$ cat src/ealm_pkg.sv
package ealm_pkg;
    localparam int CLK_PERIOD_NS = 50;
    localparam int TICK_NS = 1000000;
    localparam int TICK_CYCLES = (TICK_NS + CLK_PERIOD_NS - 1) / CLK_PERIOD_NS;
    localparam int URG_MIN_MS = 500;
    localparam int URG_MAX_MS = 750;
    localparam int URG_DELAY_MS = (URG_MIN_MS + URG_MAX_MS) / 2;
    localparam int DEF_MIN_MS = 250;
    localparam int DEF_MAX_MS = 500;
    localparam int DEF_DELAY_MS = (DEF_MIN_MS + DEF_MAX_MS) / 2;
    localparam int HOLD_LAMP_MS = 1000;
    localparam int HOLD_HIST_MS = 3000;
    localparam int LAMP_TEST_MS = 3000;
    localparam int FLASH_HALF_MS = 250;
    localparam int POWERUP_MS = 1000;
    localparam int MS_W = 12;
    localparam int NUM_SPANS = 2;
    localparam int SPAN_DROP = 0;
    localparam int SPAN_LINE = 1;
    localparam int HIST_W = 3;

    typedef enum logic [1:0] {
        BTN_IDLE = 2'b00,
        BTN_SHORT = 2'b01,
        BTN_LAMP = 2'b10,
        BTN_HIST = 2'b11
    } ealm_btn_t;

    typedef enum logic [2:0] {
        HIST_NONE = 3'b000,
        HIST_LOCAL = 3'b001,
        HIST_REMOTE = 3'b010,
        HIST_AIS = 3'b011,
        HIST_MF_LOCAL = 3'b100,
        HIST_MF_REMOTE = 3'b101,
        HIST_MF_AIS = 3'b110
    } ealm_hist_t;
endpackage

$ cat src/ealm_delay.sv
`timescale 1ns/10ps
module ealm_delay #(
    parameter int DELAY_MS = ealm_pkg::DEF_DELAY_MS
) (
    input wire logic clock_in,
    input wire logic rstn_in,
    input wire logic ms_tick_in,
    input wire logic raw_in,
    output logic filt_out
);
    import ealm_pkg::*;

    logic [MS_W-1:0] count;

    if (DELAY_MS < 1 || DELAY_MS >= (1 << MS_W))
    begin : g_bad_delay
        $error("delay out of counter range");
    end

    // Follows raw_in only after it differs for DELAY_MS ticks
    always_ff @(posedge clock_in or negedge rstn_in)
    begin
        if (!rstn_in)
        begin
            count <= 12'h000;
            filt_out <= 1'h0;
        end
        else if (raw_in == filt_out)
        begin
            count <= 12'h000;
        end
        else if (ms_tick_in)
        begin
            if (count == MS_W'(DELAY_MS - 1))
            begin
                filt_out <= raw_in;
                count <= 12'h000;
            end
            else
            begin
                count <= count + 12'h001;
            end
        end
    end

    chk_delay_on_tick: assert property (
        @(posedge clock_in) disable iff (!rstn_in)
        $changed(filt_out) |-> $past(ms_tick_in) && $past(raw_in) == filt_out)
        else $error("filter output moved off a tick");
endmodule

$ cat src/ealm_top.sv
`timescale 1ns/10ps
// Behaviour
// Loopback copies send input to receive out
// Loopback copies receive input to send out
// Steady local lamp on signal, frame, error loss
// Steady remote lamp on upstream sync loss
// Steady AIS lamp on all-ones input
// Flash local and remote on multiframe loss
// Flash AIS lamp on timeslot 16 all-ones
// Urgent alarm on sync loss or fatal faults
// Urgent alarm asserted during power-up
// Deferred alarm on AIS, remote, minor faults
// Service relay follows urgent or deferred
// Cut-off press lights lamp, restores relays
// Hold over one second runs lamp test
// Hold over three seconds shows, clears history
// Cleared alarm identity stored per span
// Sync loss gives local lamp, sends AIS
// Urgent declared 500 to 750 ms after loss
// Urgent retired 500 to 750 ms after return
// Input AIS sent on, deferred after delay
// AIS end stops AIS, deferred retires later
// Remote bit passed on, deferred at once
// Remote bit clear retires deferred at once
// Timing from millisecond tick counters
module ealm_top #(
    parameter int MS_TICK_CYCLES = ealm_pkg::TICK_CYCLES
) (
    input wire logic clock_in,
    input wire logic rstn_in,
    input wire logic loopback_in,
    input wire logic send_in_data_in,
    input wire logic recv_in_data_in,
    input wire logic norm_send_out_data_in,
    input wire logic norm_recv_out_data_in,
    input wire logic [ealm_pkg::NUM_SPANS-1:0] los_in,
    input wire logic [ealm_pkg::NUM_SPANS-1:0] lof_in,
    input wire logic [ealm_pkg::NUM_SPANS-1:0] crc_loss_in,
    input wire logic [ealm_pkg::NUM_SPANS-1:0] ber_in,
    input wire logic [ealm_pkg::NUM_SPANS-1:0] mf_loss_in,
    input wire logic [ealm_pkg::NUM_SPANS-1:0] remote_alarm_bit_three_in,
    input wire logic [ealm_pkg::NUM_SPANS-1:0] remote_mf_in,
    input wire logic [ealm_pkg::NUM_SPANS-1:0] ais_in,
    input wire logic [ealm_pkg::NUM_SPANS-1:0] ais_ts16_in,
    input wire logic selftest_all_fail_in,
    input wire logic selftest_any_fail_in,
    input wire logic internal_fault_in,
    input wire logic supply_5v_lost_in,
    input wire logic converter_fail_in,
    input wire logic alarm_cutoff_in,
    output logic send_out_data_out,
    output logic recv_out_data_out,
    output logic [ealm_pkg::NUM_SPANS-1:0] tx_ais_out,
    output logic [ealm_pkg::NUM_SPANS-1:0] tx_remote_bit_out,
    output logic [ealm_pkg::NUM_SPANS-1:0] led_local_out,
    output logic [ealm_pkg::NUM_SPANS-1:0] led_remote_out,
    output logic [ealm_pkg::NUM_SPANS-1:0] led_ais_out,
    output logic led_alarm_cutoff_out,
    output logic alarm_history_display_out,
    output logic [ealm_pkg::NUM_SPANS*ealm_pkg::HIST_W-1:0] history_code_out,
    output logic urgent_relay_out,
    output logic deferred_relay_out,
    output logic service_relay_out
);
    import ealm_pkg::*;

    localparam int TW = $clog2(MS_TICK_CYCLES + 1);

    if (MS_TICK_CYCLES < 2)
    begin : g_bad_tick
        $error("tick period too short");
    end

    function automatic ealm_hist_t hist_code(input logic [5:0] falls);
        ealm_hist_t code;
        code = HIST_NONE;
        if (falls[5])
            code = HIST_MF_AIS;
        else if (falls[4])
            code = HIST_MF_REMOTE;
        else if (falls[3])
            code = HIST_MF_LOCAL;
        else if (falls[2])
            code = HIST_AIS;
        else if (falls[1])
            code = HIST_REMOTE;
        else if (falls[0])
            code = HIST_LOCAL;
        return code;
    endfunction

    logic [TW-1:0] tick_cnt;
    logic ms_tick;
    logic [MS_W-1:0] flash_cnt;
    logic flash_phase;
    logic [MS_W-1:0] pwr_cnt;
    logic powerup_busy;
    logic btn_s1;
    logic btn_s2;
    logic btn_s3;
    logic btn_pressed;
    logic btn_prev;
    logic [MS_W-1:0] hold_ms;
    ealm_btn_t btn_state;
    ealm_btn_t next_btn_state;
    logic hist_clear;
    logic [MS_W-1:0] lamp_ms;
    logic lamp_on;
    logic [NUM_SPANS-1:0] local_now;
    logic [NUM_SPANS-1:0] sync_loss;
    logic [NUM_SPANS-1:0] ais_any;
    logic [NUM_SPANS-1:0] urg_filt;
    logic [NUM_SPANS-1:0] def_filt;
    logic [5:0] cond [NUM_SPANS];
    logic [5:0] cond_prev [NUM_SPANS];
    ealm_hist_t hist [NUM_SPANS];
    logic urgent_decl;
    logic deferred_decl;
    logic ack_urg;
    logic ack_def;
    logic [MS_W-1:0] urg_wait;

    // Millisecond tick
    always_ff @(posedge clock_in or negedge rstn_in)
    begin
        if (!rstn_in)
            tick_cnt <= '0;
        else if (tick_cnt == TW'(MS_TICK_CYCLES - 1))
            tick_cnt <= '0;
        else
            tick_cnt <= tick_cnt + TW'(1);
    end

    assign ms_tick = (tick_cnt == TW'(MS_TICK_CYCLES - 1));

    always_ff @(posedge clock_in or negedge rstn_in)
    begin
        if (!rstn_in)
        begin
            flash_cnt <= 12'h000;
            flash_phase <= 1'h0;
        end
        else if (ms_tick)
        begin
            if (flash_cnt == MS_W'(FLASH_HALF_MS - 1))
            begin
                flash_cnt <= 12'h000;
                flash_phase <= ~flash_phase;
            end
            else
            begin
                flash_cnt <= flash_cnt + 12'h001;
            end
        end
    end

    // Power-up urgent hold
    always_ff @(posedge clock_in or negedge rstn_in)
    begin
        if (!rstn_in)
        begin
            pwr_cnt <= 12'h000;
            powerup_busy <= 1'h1;
        end
        else if (powerup_busy && ms_tick)
        begin
            pwr_cnt <= pwr_cnt + 12'h001;
            if (pwr_cnt == MS_W'(POWERUP_MS - 1))
                powerup_busy <= 1'h0;
        end
    end

    // Per-span condition classification
    always_comb
    begin
        for (int s = 0; s < NUM_SPANS; s++)
        begin
            local_now[s] = los_in[s] | lof_in[s] | crc_loss_in[s] | ber_in[s];
            sync_loss[s] = local_now[s] | mf_loss_in[s];
            ais_any[s] = ais_in[s] | ais_ts16_in[s];
            cond[s] = {ais_ts16_in[s], remote_mf_in[s], mf_loss_in[s],
                ais_in[s], remote_alarm_bit_three_in[s], local_now[s]};
        end
    end

    for (genvar g = 0; g < NUM_SPANS; g++)
    begin : g_span
        ealm_delay #(.DELAY_MS(URG_DELAY_MS)) u_urg ( // see R17
            .clock_in(clock_in),
            .rstn_in(rstn_in),
            .ms_tick_in(ms_tick),
            .raw_in(sync_loss[g]),
            .filt_out(urg_filt[g])
        );
        ealm_delay #(.DELAY_MS(DEF_DELAY_MS)) u_def ( // see R19
            .clock_in(clock_in),
            .rstn_in(rstn_in),
            .ms_tick_in(ms_tick),
            .raw_in(ais_any[g]),
            .filt_out(def_filt[g])
        );
    end

    // Lamps, AIS and remote bit transmission
    always_ff @(posedge clock_in or negedge rstn_in)
    begin
        if (!rstn_in)
        begin
            led_local_out <= '0;
            led_remote_out <= '0;
            led_ais_out <= '0;
            tx_ais_out <= '0;
            tx_remote_bit_out <= '0;
        end
        else
        begin
            led_local_out <= {NUM_SPANS{lamp_on}} | local_now // see R03
                | (mf_loss_in & {NUM_SPANS{flash_phase}});
            led_remote_out <= {NUM_SPANS{lamp_on}}
                | remote_alarm_bit_three_in
                | (remote_mf_in & {NUM_SPANS{flash_phase}});
            led_ais_out <= {NUM_SPANS{lamp_on}} | ais_in
                | (ais_ts16_in & {NUM_SPANS{flash_phase}});
            tx_ais_out <= sync_loss | ais_any; // see R16 see R19
            tx_remote_bit_out <= remote_alarm_bit_three_in;
        end
    end

    // Output streams, loopback takes precedence
    always_ff @(posedge clock_in or negedge rstn_in)
    begin
        if (!rstn_in)
        begin
            send_out_data_out <= 1'h1;
            recv_out_data_out <= 1'h1;
        end
        else
        begin
            if (loopback_in)
                send_out_data_out <= recv_in_data_in;
            else if (sync_loss[SPAN_DROP] | ais_any[SPAN_DROP])
                send_out_data_out <= 1'h1;
            else
                send_out_data_out <= norm_send_out_data_in;
            if (loopback_in)
                recv_out_data_out <= send_in_data_in;
            else if (sync_loss[SPAN_LINE] | ais_any[SPAN_LINE])
                recv_out_data_out <= 1'h1;
            else
                recv_out_data_out <= norm_recv_out_data_in;
        end
    end

    // System alarm declaration
    assign urgent_decl = powerup_busy | (|urg_filt) // see R08
        | selftest_all_fail_in | internal_fault_in | supply_5v_lost_in;
    assign deferred_decl = (|def_filt) | (|remote_alarm_bit_three_in)
        | (|remote_mf_in) | selftest_any_fail_in // see R21
        | converter_fail_in;

    // Cut-off button: three-stage sampling
    always_ff @(posedge clock_in or negedge rstn_in)
    begin
        if (!rstn_in)
        begin
            btn_s1 <= 1'h0;
            btn_s2 <= 1'h0;
            btn_s3 <= 1'h0;
            btn_pressed <= 1'h0;
            btn_prev <= 1'h0;
        end
        else
        begin
            btn_s1 <= alarm_cutoff_in;
            btn_s2 <= btn_s1;
            btn_s3 <= btn_s2;
            if (btn_s2 == btn_s3)
                btn_pressed <= btn_s3;
            btn_prev <= btn_pressed;
        end
    end

    always_ff @(posedge clock_in or negedge rstn_in)
    begin
        if (!rstn_in)
            hold_ms <= 12'h000;
        else if (!btn_pressed)
            hold_ms <= 12'h000;
        else if (ms_tick && hold_ms != MS_W'(HOLD_HIST_MS))
            hold_ms <= hold_ms + 12'h001;
    end

    always_comb
    begin
        next_btn_state = btn_state;
        unique case (btn_state)
            BTN_IDLE:
                if (btn_pressed)
                    next_btn_state = BTN_SHORT;
            BTN_SHORT:
                if (!btn_pressed)
                    next_btn_state = BTN_IDLE;
                else if (hold_ms == MS_W'(HOLD_LAMP_MS))
                    next_btn_state = BTN_LAMP;
            BTN_LAMP:
                if (!btn_pressed)
                    next_btn_state = BTN_IDLE;
                else if (hold_ms == MS_W'(HOLD_HIST_MS))
                    next_btn_state = BTN_HIST;
            BTN_HIST:
                if (!btn_pressed)
                    next_btn_state = BTN_IDLE;
        endcase
    end

    always_ff @(posedge clock_in or negedge rstn_in)
    begin
        if (!rstn_in)
            btn_state <= BTN_IDLE;
        else
            btn_state <= next_btn_state;
    end

    assign hist_clear = (btn_state == BTN_HIST) && !btn_pressed;
    assign alarm_history_display_out = (btn_state == BTN_HIST);

    // Lamp test timer
    always_ff @(posedge clock_in or negedge rstn_in)
    begin
        if (!rstn_in)
            lamp_ms <= 12'h000;
        else if (btn_state == BTN_SHORT && next_btn_state == BTN_LAMP)
            lamp_ms <= MS_W'(LAMP_TEST_MS);
        else if (ms_tick && lamp_ms != 12'h000)
            lamp_ms <= lamp_ms - 12'h001;
    end

    assign lamp_on = (lamp_ms != 12'h000);

    // Alarm cut-off acknowledge, cleared when the alarm retires
    always_ff @(posedge clock_in or negedge rstn_in)
    begin
        if (!rstn_in)
        begin
            ack_urg <= 1'h0;
            ack_def <= 1'h0;
        end
        else
        begin
            if (!urgent_decl)
                ack_urg <= 1'h0;
            else if (btn_pressed && !btn_prev)
                ack_urg <= 1'h1;
            if (!deferred_decl)
                ack_def <= 1'h0;
            else if (btn_pressed && !btn_prev)
                ack_def <= 1'h1;
        end
    end

    always_ff @(posedge clock_in or negedge rstn_in)
    begin
        if (!rstn_in)
        begin
            urgent_relay_out <= 1'h0;
            deferred_relay_out <= 1'h0;
            service_relay_out <= 1'h0;
            led_alarm_cutoff_out <= 1'h0;
        end
        else
        begin
            urgent_relay_out <= urgent_decl & ~ack_urg;
            deferred_relay_out <= deferred_decl & ~ack_def;
            service_relay_out <= (urgent_decl & ~ack_urg)
                | (deferred_decl & ~ack_def);
            led_alarm_cutoff_out <= ack_urg | ack_def | lamp_on;
        end
    end

    // Alarm history, a new clear wins over the history wipe
    always_ff @(posedge clock_in or negedge rstn_in)
    begin
        if (!rstn_in)
        begin
            for (int s = 0; s < NUM_SPANS; s++)
            begin
                hist[s] <= HIST_NONE;
                cond_prev[s] <= 6'h00;
            end
        end
        else
        begin
            for (int s = 0; s < NUM_SPANS; s++)
            begin
                cond_prev[s] <= cond[s];
                if (|(cond_prev[s] & ~cond[s]))
                    hist[s] <= hist_code(cond_prev[s] & ~cond[s]);
                else if (hist_clear)
                    hist[s] <= HIST_NONE;
            end
        end
    end

    always_comb
    begin
        for (int s = 0; s < NUM_SPANS; s++)
            history_code_out[s*HIST_W +: HIST_W] = hist[s];
    end

    // Checking helper: ticks spent waiting for urgent on line span
    always_ff @(posedge clock_in or negedge rstn_in)
    begin
        if (!rstn_in)
            urg_wait <= 12'h000;
        else if (!sync_loss[SPAN_LINE] || urg_filt[SPAN_LINE])
            urg_wait <= 12'h000;
        else if (ms_tick)
            urg_wait <= urg_wait + 12'h001;
    end

    chk_loop_drop_copy: assert property (
        @(posedge clock_in) disable iff (!rstn_in)
        loopback_in |=> recv_out_data_out == $past(send_in_data_in))
        else $error("drop loopback bit mismatch");

    chk_loop_line_copy: assert property (
        @(posedge clock_in) disable iff (!rstn_in)
        loopback_in |=> send_out_data_out == $past(recv_in_data_in))
        else $error("line loopback bit mismatch");

    chk_local_lamp_on: assert property (
        @(posedge clock_in) disable iff (!rstn_in)
        (los_in[0] | ber_in[0]) |=> led_local_out[0])
        else $error("local lamp not lit");

    chk_remote_lamp_on: assert property (
        @(posedge clock_in) disable iff (!rstn_in)
        remote_alarm_bit_three_in[1] |=> led_remote_out[1])
        else $error("remote lamp not lit");

    chk_ais_lamp_on: assert property (
        @(posedge clock_in) disable iff (!rstn_in)
        ais_in[0] |=> led_ais_out[0])
        else $error("ais lamp not lit");

    chk_ais_sent_line: assert property (
        @(posedge clock_in) disable iff (!rstn_in)
        (lof_in[1] && !loopback_in) |=> tx_ais_out[1] && recv_out_data_out)
        else $error("ais not sent on sync loss");

    chk_powerup_urgent: assert property (
        @(posedge clock_in) disable iff (!rstn_in)
        (rstn_in && powerup_busy && !ack_urg) |=> urgent_relay_out)
        else $error("urgent missing at power-up");

    chk_service_follows: assert property (
        @(posedge clock_in) disable iff (!rstn_in)
        service_relay_out == (urgent_relay_out | deferred_relay_out))
        else $error("service relay mismatch");

    chk_urgent_window: assert property (
        @(posedge clock_in) disable iff (!rstn_in)
        $rose(urg_filt[SPAN_LINE]) |-> $past(urg_wait) >= 12'(URG_MIN_MS - 1)
            && $past(urg_wait) <= 12'(URG_MAX_MS))
        else $error("urgent outside its window");

    chk_bit_three_def: assert property (
        @(posedge clock_in) disable iff (!rstn_in)
        (remote_alarm_bit_three_in[0] && !ack_def) |=> deferred_relay_out)
        else $error("deferred not immediate");

    chk_lamp_test_all: assert property (
        @(posedge clock_in) disable iff (!rstn_in)
        lamp_on |=> &{led_local_out, led_remote_out, led_ais_out})
        else $error("lamp test left a lamp dark");

    cov_loopback: cover property (
        @(posedge clock_in) disable iff (!rstn_in) loopback_in[*4]);
    cov_lamp_test: cover property (
        @(posedge clock_in) disable iff (!rstn_in) $rose(lamp_on));
    cov_history_clear: cover property (
        @(posedge clock_in) disable iff (!rstn_in) hist_clear);
    cov_urgent_rise: cover property (
        @(posedge clock_in) disable iff (!rstn_in) $rose(urg_filt[1]));
endmodule

$ cat config.mk
export PLATFORM = sky130hd
export DESIGN_NAME = ealm_top
export DESIGN_NICKNAME = d
export VERILOG_FILES = /design/src/ealm_pkg.sv /design/src/ealm_delay.sv /design/src/ealm_top.sv
export SDC_FILE = /design/constraint.sdc
export NUM_CORES = 1
export LEC_CHECK = 0
export BUFFER_PORTS_ARGS = -buffer_cell sky130_fd_sc_hd__buf_2
export CORE_ASPECT_RATIO = 1.5
export CORE_MARGIN = 2
export CORE_UTILIZATION = 35
export DETAILED_ROUTE_END_ITERATION = 8
export PLACE_DENSITY = 0.52
export SYNTH_ARGS = -nofsm -noshare
export SYNTH_HDL_FRONTEND = slang
export SYNTH_HIERARCHICAL = 1
export SYNTH_SLANG_ARGS = --single-unit
$ cat constraint.sdc
create_clock -name clock_in -period 3.45 [get_ports clock_in]
set_clock_uncertainty 0.05 [all_clocks]
set_input_delay 0.69 -clock clock_in [delete_from_list [all_inputs] [get_ports clock_in]]
set_output_delay 0.69 -clock clock_in [all_outputs]
set_load 0.02 [all_outputs]
Word-level counts from Yosys, hierarchy flattened
Cells that the tools add are included.
{ "op_classes": {"n_addsub": 9, "eq_ne": 22, "n_mux": 47, "bitwise_logic": 46, "n_reduce_logical": 29} }
{ "ops": {"columns": ["op", "count"], "rows": [
  ["2-to-1 mux 12 bit", 17],
  ["adder 12 x 1 -> 12 bit (second input constant)", 7],
  ["== test 12 x 10 -> 1 bit (second input constant)", 4],
  ["2-to-1 mux 3 bit", 9],
  ["== test 12 x 9 -> 1 bit (second input constant)", 2],
  ["bitwise OR 1 bit", 23],
  ["2-to-1 mux 2 bit", 10],
  ["adder 15 x 1 -> 15 bit (second input constant)", 1],
  ["== test 15 bit (second input constant)", 1],
  ["2-to-1 mux 15 bit", 1],
  ["bitwise OR 2 bit", 7],
  ["nonzero test 2 bit", 7],
  ["AND 6 bit", 2],
  ["== test 12 bit (second input constant)", 1],
  ["== test 12 x 8 -> 1 bit (second input constant)", 1],
  ["inequality test 12 bit (second input constant)", 1],
  ["inverter 6 bit", 2],
  ["AND reduction 3 bit", 4],
  ["nonzero test 12 bit", 1],
  ["OR reduction 6 bit", 2],
  ["subtractor 12 x 1 -> 12 bit (second input constant)", 1],
  ["2-to-1 mux 1 bit", 9],
  ["case mux 2 bit (4 select lines)", 1],
  ["OR reduction 2 bit", 4],
  ["other kinds (11)", 35]
]} }
{ "totals": {"register_bits": 160, "in_bits": 31, "out_inout_bits": 23, "elab_cells": 191} }

Depth between registers and ports, before layout
{ "logic_depth": {"word_depth": 12, "mapped_depth": 10, "mapped_depth_nobuf": 8} }

Hierarchy
Netlist, hierarchy kept.
{ "modules_own_cells": {"columns": ["mod", "n_inst", "cells_each", "area_per_inst_um2", "seq_area_each_um2"], "rows": [
  ["ealm_top", 1, 484, 4971.0, 2656.3],
  ["ealm_delay (g_span[0].u_def ...)", 2, 72, 747.0, 325.3],
  ["ealm_delay (g_span[0].u_urg ...)", 2, 73, 726.9, 325.3]
]} }

Worst setup path before layout
OpenSTA, ideal clock, no wires.
{ "synth_timing": {"path_type": "reg-to-reg", "from": "register tick_cnt[5]", "to": "register g_span[0].u_urg.count[10]", "setup_time_ns": 0.082, "arrival_ns": 2.722, "required_ns": 3.318, "path_slack_ns": 0.596, "stages_incl_launch_ff": 10, "n_path_buf": 2, "period_less_slack_ns": 2.854, "path_cell_list": "dfrtp_1 or4_1 or4_4 inv_1 clkbuf_1 clkbuf_1 inv_1 a311oi_2 a31oi_1 a31oi_1"} }
{ "synth_via": {"elab_chain_cells": 2} }
{ "synth_rtl": {"columns": ["element", "line_no", "source"], "rows": [
  ["start, declared", "ealm_top.sv:92", "logic [TW-1:0] tick_cnt;"],
  ["start signal, assigned", "ealm_top.sv:131", "tick_cnt <= tick_cnt + TW'(1);"],
  ["== test 15 bit", "ealm_top.sv:134", "assign ms_tick = (tick_cnt == TW'(MS_TICK_CYCLES - 1));"],
  ["via ms_tick", "ealm_top.sv:93", "logic ms_tick;"],
  ["nonzero test 2 bit (no source line)", null, null],
  ["end signal, assigned", "ealm_delay.sv:41", "count <= count + 12'h001;"],
  ["end, declared", "ealm_delay.sv:13", "logic [MS_W-1:0] count;"]
]} }
The timed path passes the listed nets, and every way through them passes these cells.
A chain may end at the register's enable or synchronous reset.

Final worst setup path
{ "layout_timing": {"from": "register tick_cnt[0]", "to": "register g_span[0].u_urg.count[10]"} }
{ "layout_via": {"elab_chain_cells": 2} }
{ "layout_rtl": {"columns": ["element", "line_no"], "rows": [
  ["== test 15 bit", "ealm_top.sv:134"],
  ["nonzero test 2 bit (no source line)", null]
]} }
Every way passes these cells.

==> results.ini <==
[run_status]
status=finished clean

[sta]
setup_viol_count_final=0
hold_viol_final=0
fin_crit_ns=2.80
slew_violations=0
period_share=0.812
fmax_mhz=357
setup_tns_ns=0
tightest_slew_ns=0.799
rsz0062_at_grt=false
max_slew_margin=0.467

[global_routing]
top_usage_layer=met2
grtUsageMet3=0.0315
antenna_found_initial=0
grt_pass1_vias=6084
gr-usage-all-layers=0.156
grt_overflow_total=0
grt_max_degree=83
grt_pass1_wl_um=30200
grtUsageMet2=0.272
met1_usage=0.188

[clock_tree]
clkSinkCount=158
cts_setup_buffers=0
cts_resized=0
cts.htree.levels=4
clock_latency_ns=0.43
cts_hold_buf=0
root_buffer=clkbuf_16
cts_tree=done
clk_path_buf_depth=2
cts.clk_slew.worst_paths_ns=0.06
cts_buffers=17

[layout]
layout.nets=879
area_growth_pct=15.2
drive_above_1_share=0.148
fin_util=0.409
diodes=0

[worst_setup_path]
end_kind=flop
crit_chain=ha_1 -> nand4_1 -> or4_4 -> inv_2 -> inv_1 -> a311oi_2 -> a31oi_1 -> a31oi_1
path_max_fanout=29
r2r-start=tick_cnt[0]
cp_common_cell=a31oi_1
cp_slowest_cell=or4_4
rrSetupSlack_ns=0.65
cpPeakStageDelay_ns=0.59
critical_path_required_ns=3.75
r2r_cells=8
critPathKind=flop to flop
critPathArrivalTime_ns=3.10
cp-start-kind=flop
r2r_end=g_span[0].u_urg/count[10]

[power]
leakagePower_uw=0.00399
powerDensity_nw_per_um2=443
ir_drop_mv=0.345

[synth]
synth-async-reset-ratio=1.00
synthTopCellsByArea=dfrtp_1 49%, xor2_1 5.0%, nor2_1 2.8%
synth_seq_area_share=0.500
synth_top_area_cell=dfrtp_1
netlist_area_sq_um=7920
syn_nets=820
synth_cell_types=62
synth.top_cell.area_share=0.490
synth_edf_count=0
avgSynthCellArea_sq_um=10.2
ys_warn_count=6
synthFlopType=dfrtp_1
postSynthRegisterBits=158
syn-instance-count=774

[die]
die_w_um=127
start_util=0.355
ios=54
rows=67
dieHeight_um=188
die-area_sq_um=23900
fp.coreArea_sq_um=22300

[drt]
vias=6002
wl_um=17500
drc=0
drt_pass1_iterations=4
final_antenna_net_count=0
drt_iter0_markers=325
avgViaCountPerCell=5.35
wl_per_cell_um=15.6

[place]
gp_congestion=0.793
hpwl_um=12100
io_buffers=53

[run]
max_cap_viol_count=0

[worst_hold_path]
hold_class=input pin to asynchronous set/reset pin

[cells by family after synthesis]
group | share of synthesized area
simple gates | 0.231
flops | 0.500
compound gates | 0.112
buf+inv | 0.0338
xor+xnor | 0.0690
mux | 0.0299
fa+ha+maj | 0.0250
[layer usage]
layer | part of all wire | up-vias
met5 | 0 | -
met4 | 0.019 | 0
met3 | 0.030 | 17
met2 | 0.52 | 91
met1 | 0.44 | 2948
li1 | - | 2946
[state kept, by name (all words and copies together) (netlist names), 2 cells and up]
name,count
g_span.u_def/count,24
g_span.u_urg/count,24
tick_cnt,15
cond_prev,12
flash_cnt,12
hold_ms,12
lamp_ms,12
pwr_cnt,12
history_code_out,6
btn_state,2
g_span.u_def/filt_out,2
g_span.u_urg/filt_out,2
led_ais_out,2
led_local_out,2
led_remote_out,2
tx_ais_out,2
[where the power goes]
| part | internal, uW | switching (uW) | total (uW) |
|---|---|---|---|
| Clock | 1200 | 754 | 1960 |
| Combinational | 58.0 | 123 | 181 |
| Sequential | 1880 | 18.0 | 1900 |
[cells in the mapped netlist (all sizes together) (5+ instances only)]
library cell / instances
dfrtp: 155
nor2: 59
nand2: 53
xor2: 45
nand3: 40
a21oi: 36
inv: 34
nand4: 29
o21ai: 29
and3: 21
nand2b: 20
nor4: 20
mux2i: 18
ha: 15
o2111ai: 14
xnor2: 14
a31oi: 13
and2: 13
and4: 13
clkbuf: 13
buf: 12
nor3: 12
or3: 12
or4: 9
o211ai: 8
a21o: 7
a311oi: 6
mux2: 5
nor4b: 5
o31ai: 5
[through the flow]
step           cells  instance area, sq um  total power [uW]  worst slack, ns  hold slack (ns)
2_1_floorplan    774                  7920              2020            0.596            0.281
3_3_place_gp    1090                  8510              2120            0.701            0.311
3_5_place_dp    1090                  8510              2120            0.672            0.300
4_1_cts         1122                  9120              4120            0.648            0.295
5_1_grt         1122                  9120              4210            0.429            0.298
6_report        1122                  9120              4040            0.649            0.250
[worst max-delay path, delay by kind of cell (launching register included)]
kind                       cells  cell delay [ns]
adders and majority gates      1             0.21
DFF                            1             0.36
AOI/OAI and AO/OA              3             0.74
and+or+nand+nor                2             0.78
buffers and inverters          2             0.57
[cells in the final DEF, fill, tap and decap left out, drive strengths merged, types with 3 or more instances in the layout]
master	instances
or2	4
or3	12
nor3b	3
o211ai	8
nand3	40
clkinv	7
o21ai	29
nor3	12
dfrtp	155
nor4	20
nand2b	20
a21oi	36
mux2i	18
ha	15
nor4b	5
xnor2	14
a21o	7
and4	13
o31ai	5
a31oi	13
nand4	29
nand2	53
buf	65
or4	9
clkbuf	20
inv	34
xor2	45
and3	21
nor2	59
and2	13
mux2	5
nand3b	3
nor2b	3
a311oi	6
o2111ai	14
bufinv	4
dfstp	3
[area by class of cell]
type	count	area, sq um
Clock buffer	20	437
Inverter	35	131
Timing Repair Buffer	65	387
Tap cell	276	345
Sequential cell	158	3960
Clock inverter	12	169
Multi-Input combinational cell	556	3690
Fill cell	2135	13200
[worst max path at each step]
stage | from | endpoint | slack, ns | cells after the start
after CTS | tick_cnt[0] | g_span[0].u_urg/count[10] | 0.65 | 8
final | tick_cnt[0] | g_span[0].u_urg/count[10] | 0.65 | 8
after floorplan | tick_cnt[5] | g_span[0].u_urg/count[10] | 0.60 | 9
after detailed placement | tick_cnt[0] | g_span[1].u_urg/count[10] | 0.67 | 8
after global routing | tick_cnt[0] | g_span[0].u_urg/count[11] | 0.43 | 8
after global placement | tick_cnt[5] | g_span[1].u_def/count[7] | 0.70 | 7
No activity file was read; power rests on OpenSTA's default activity.
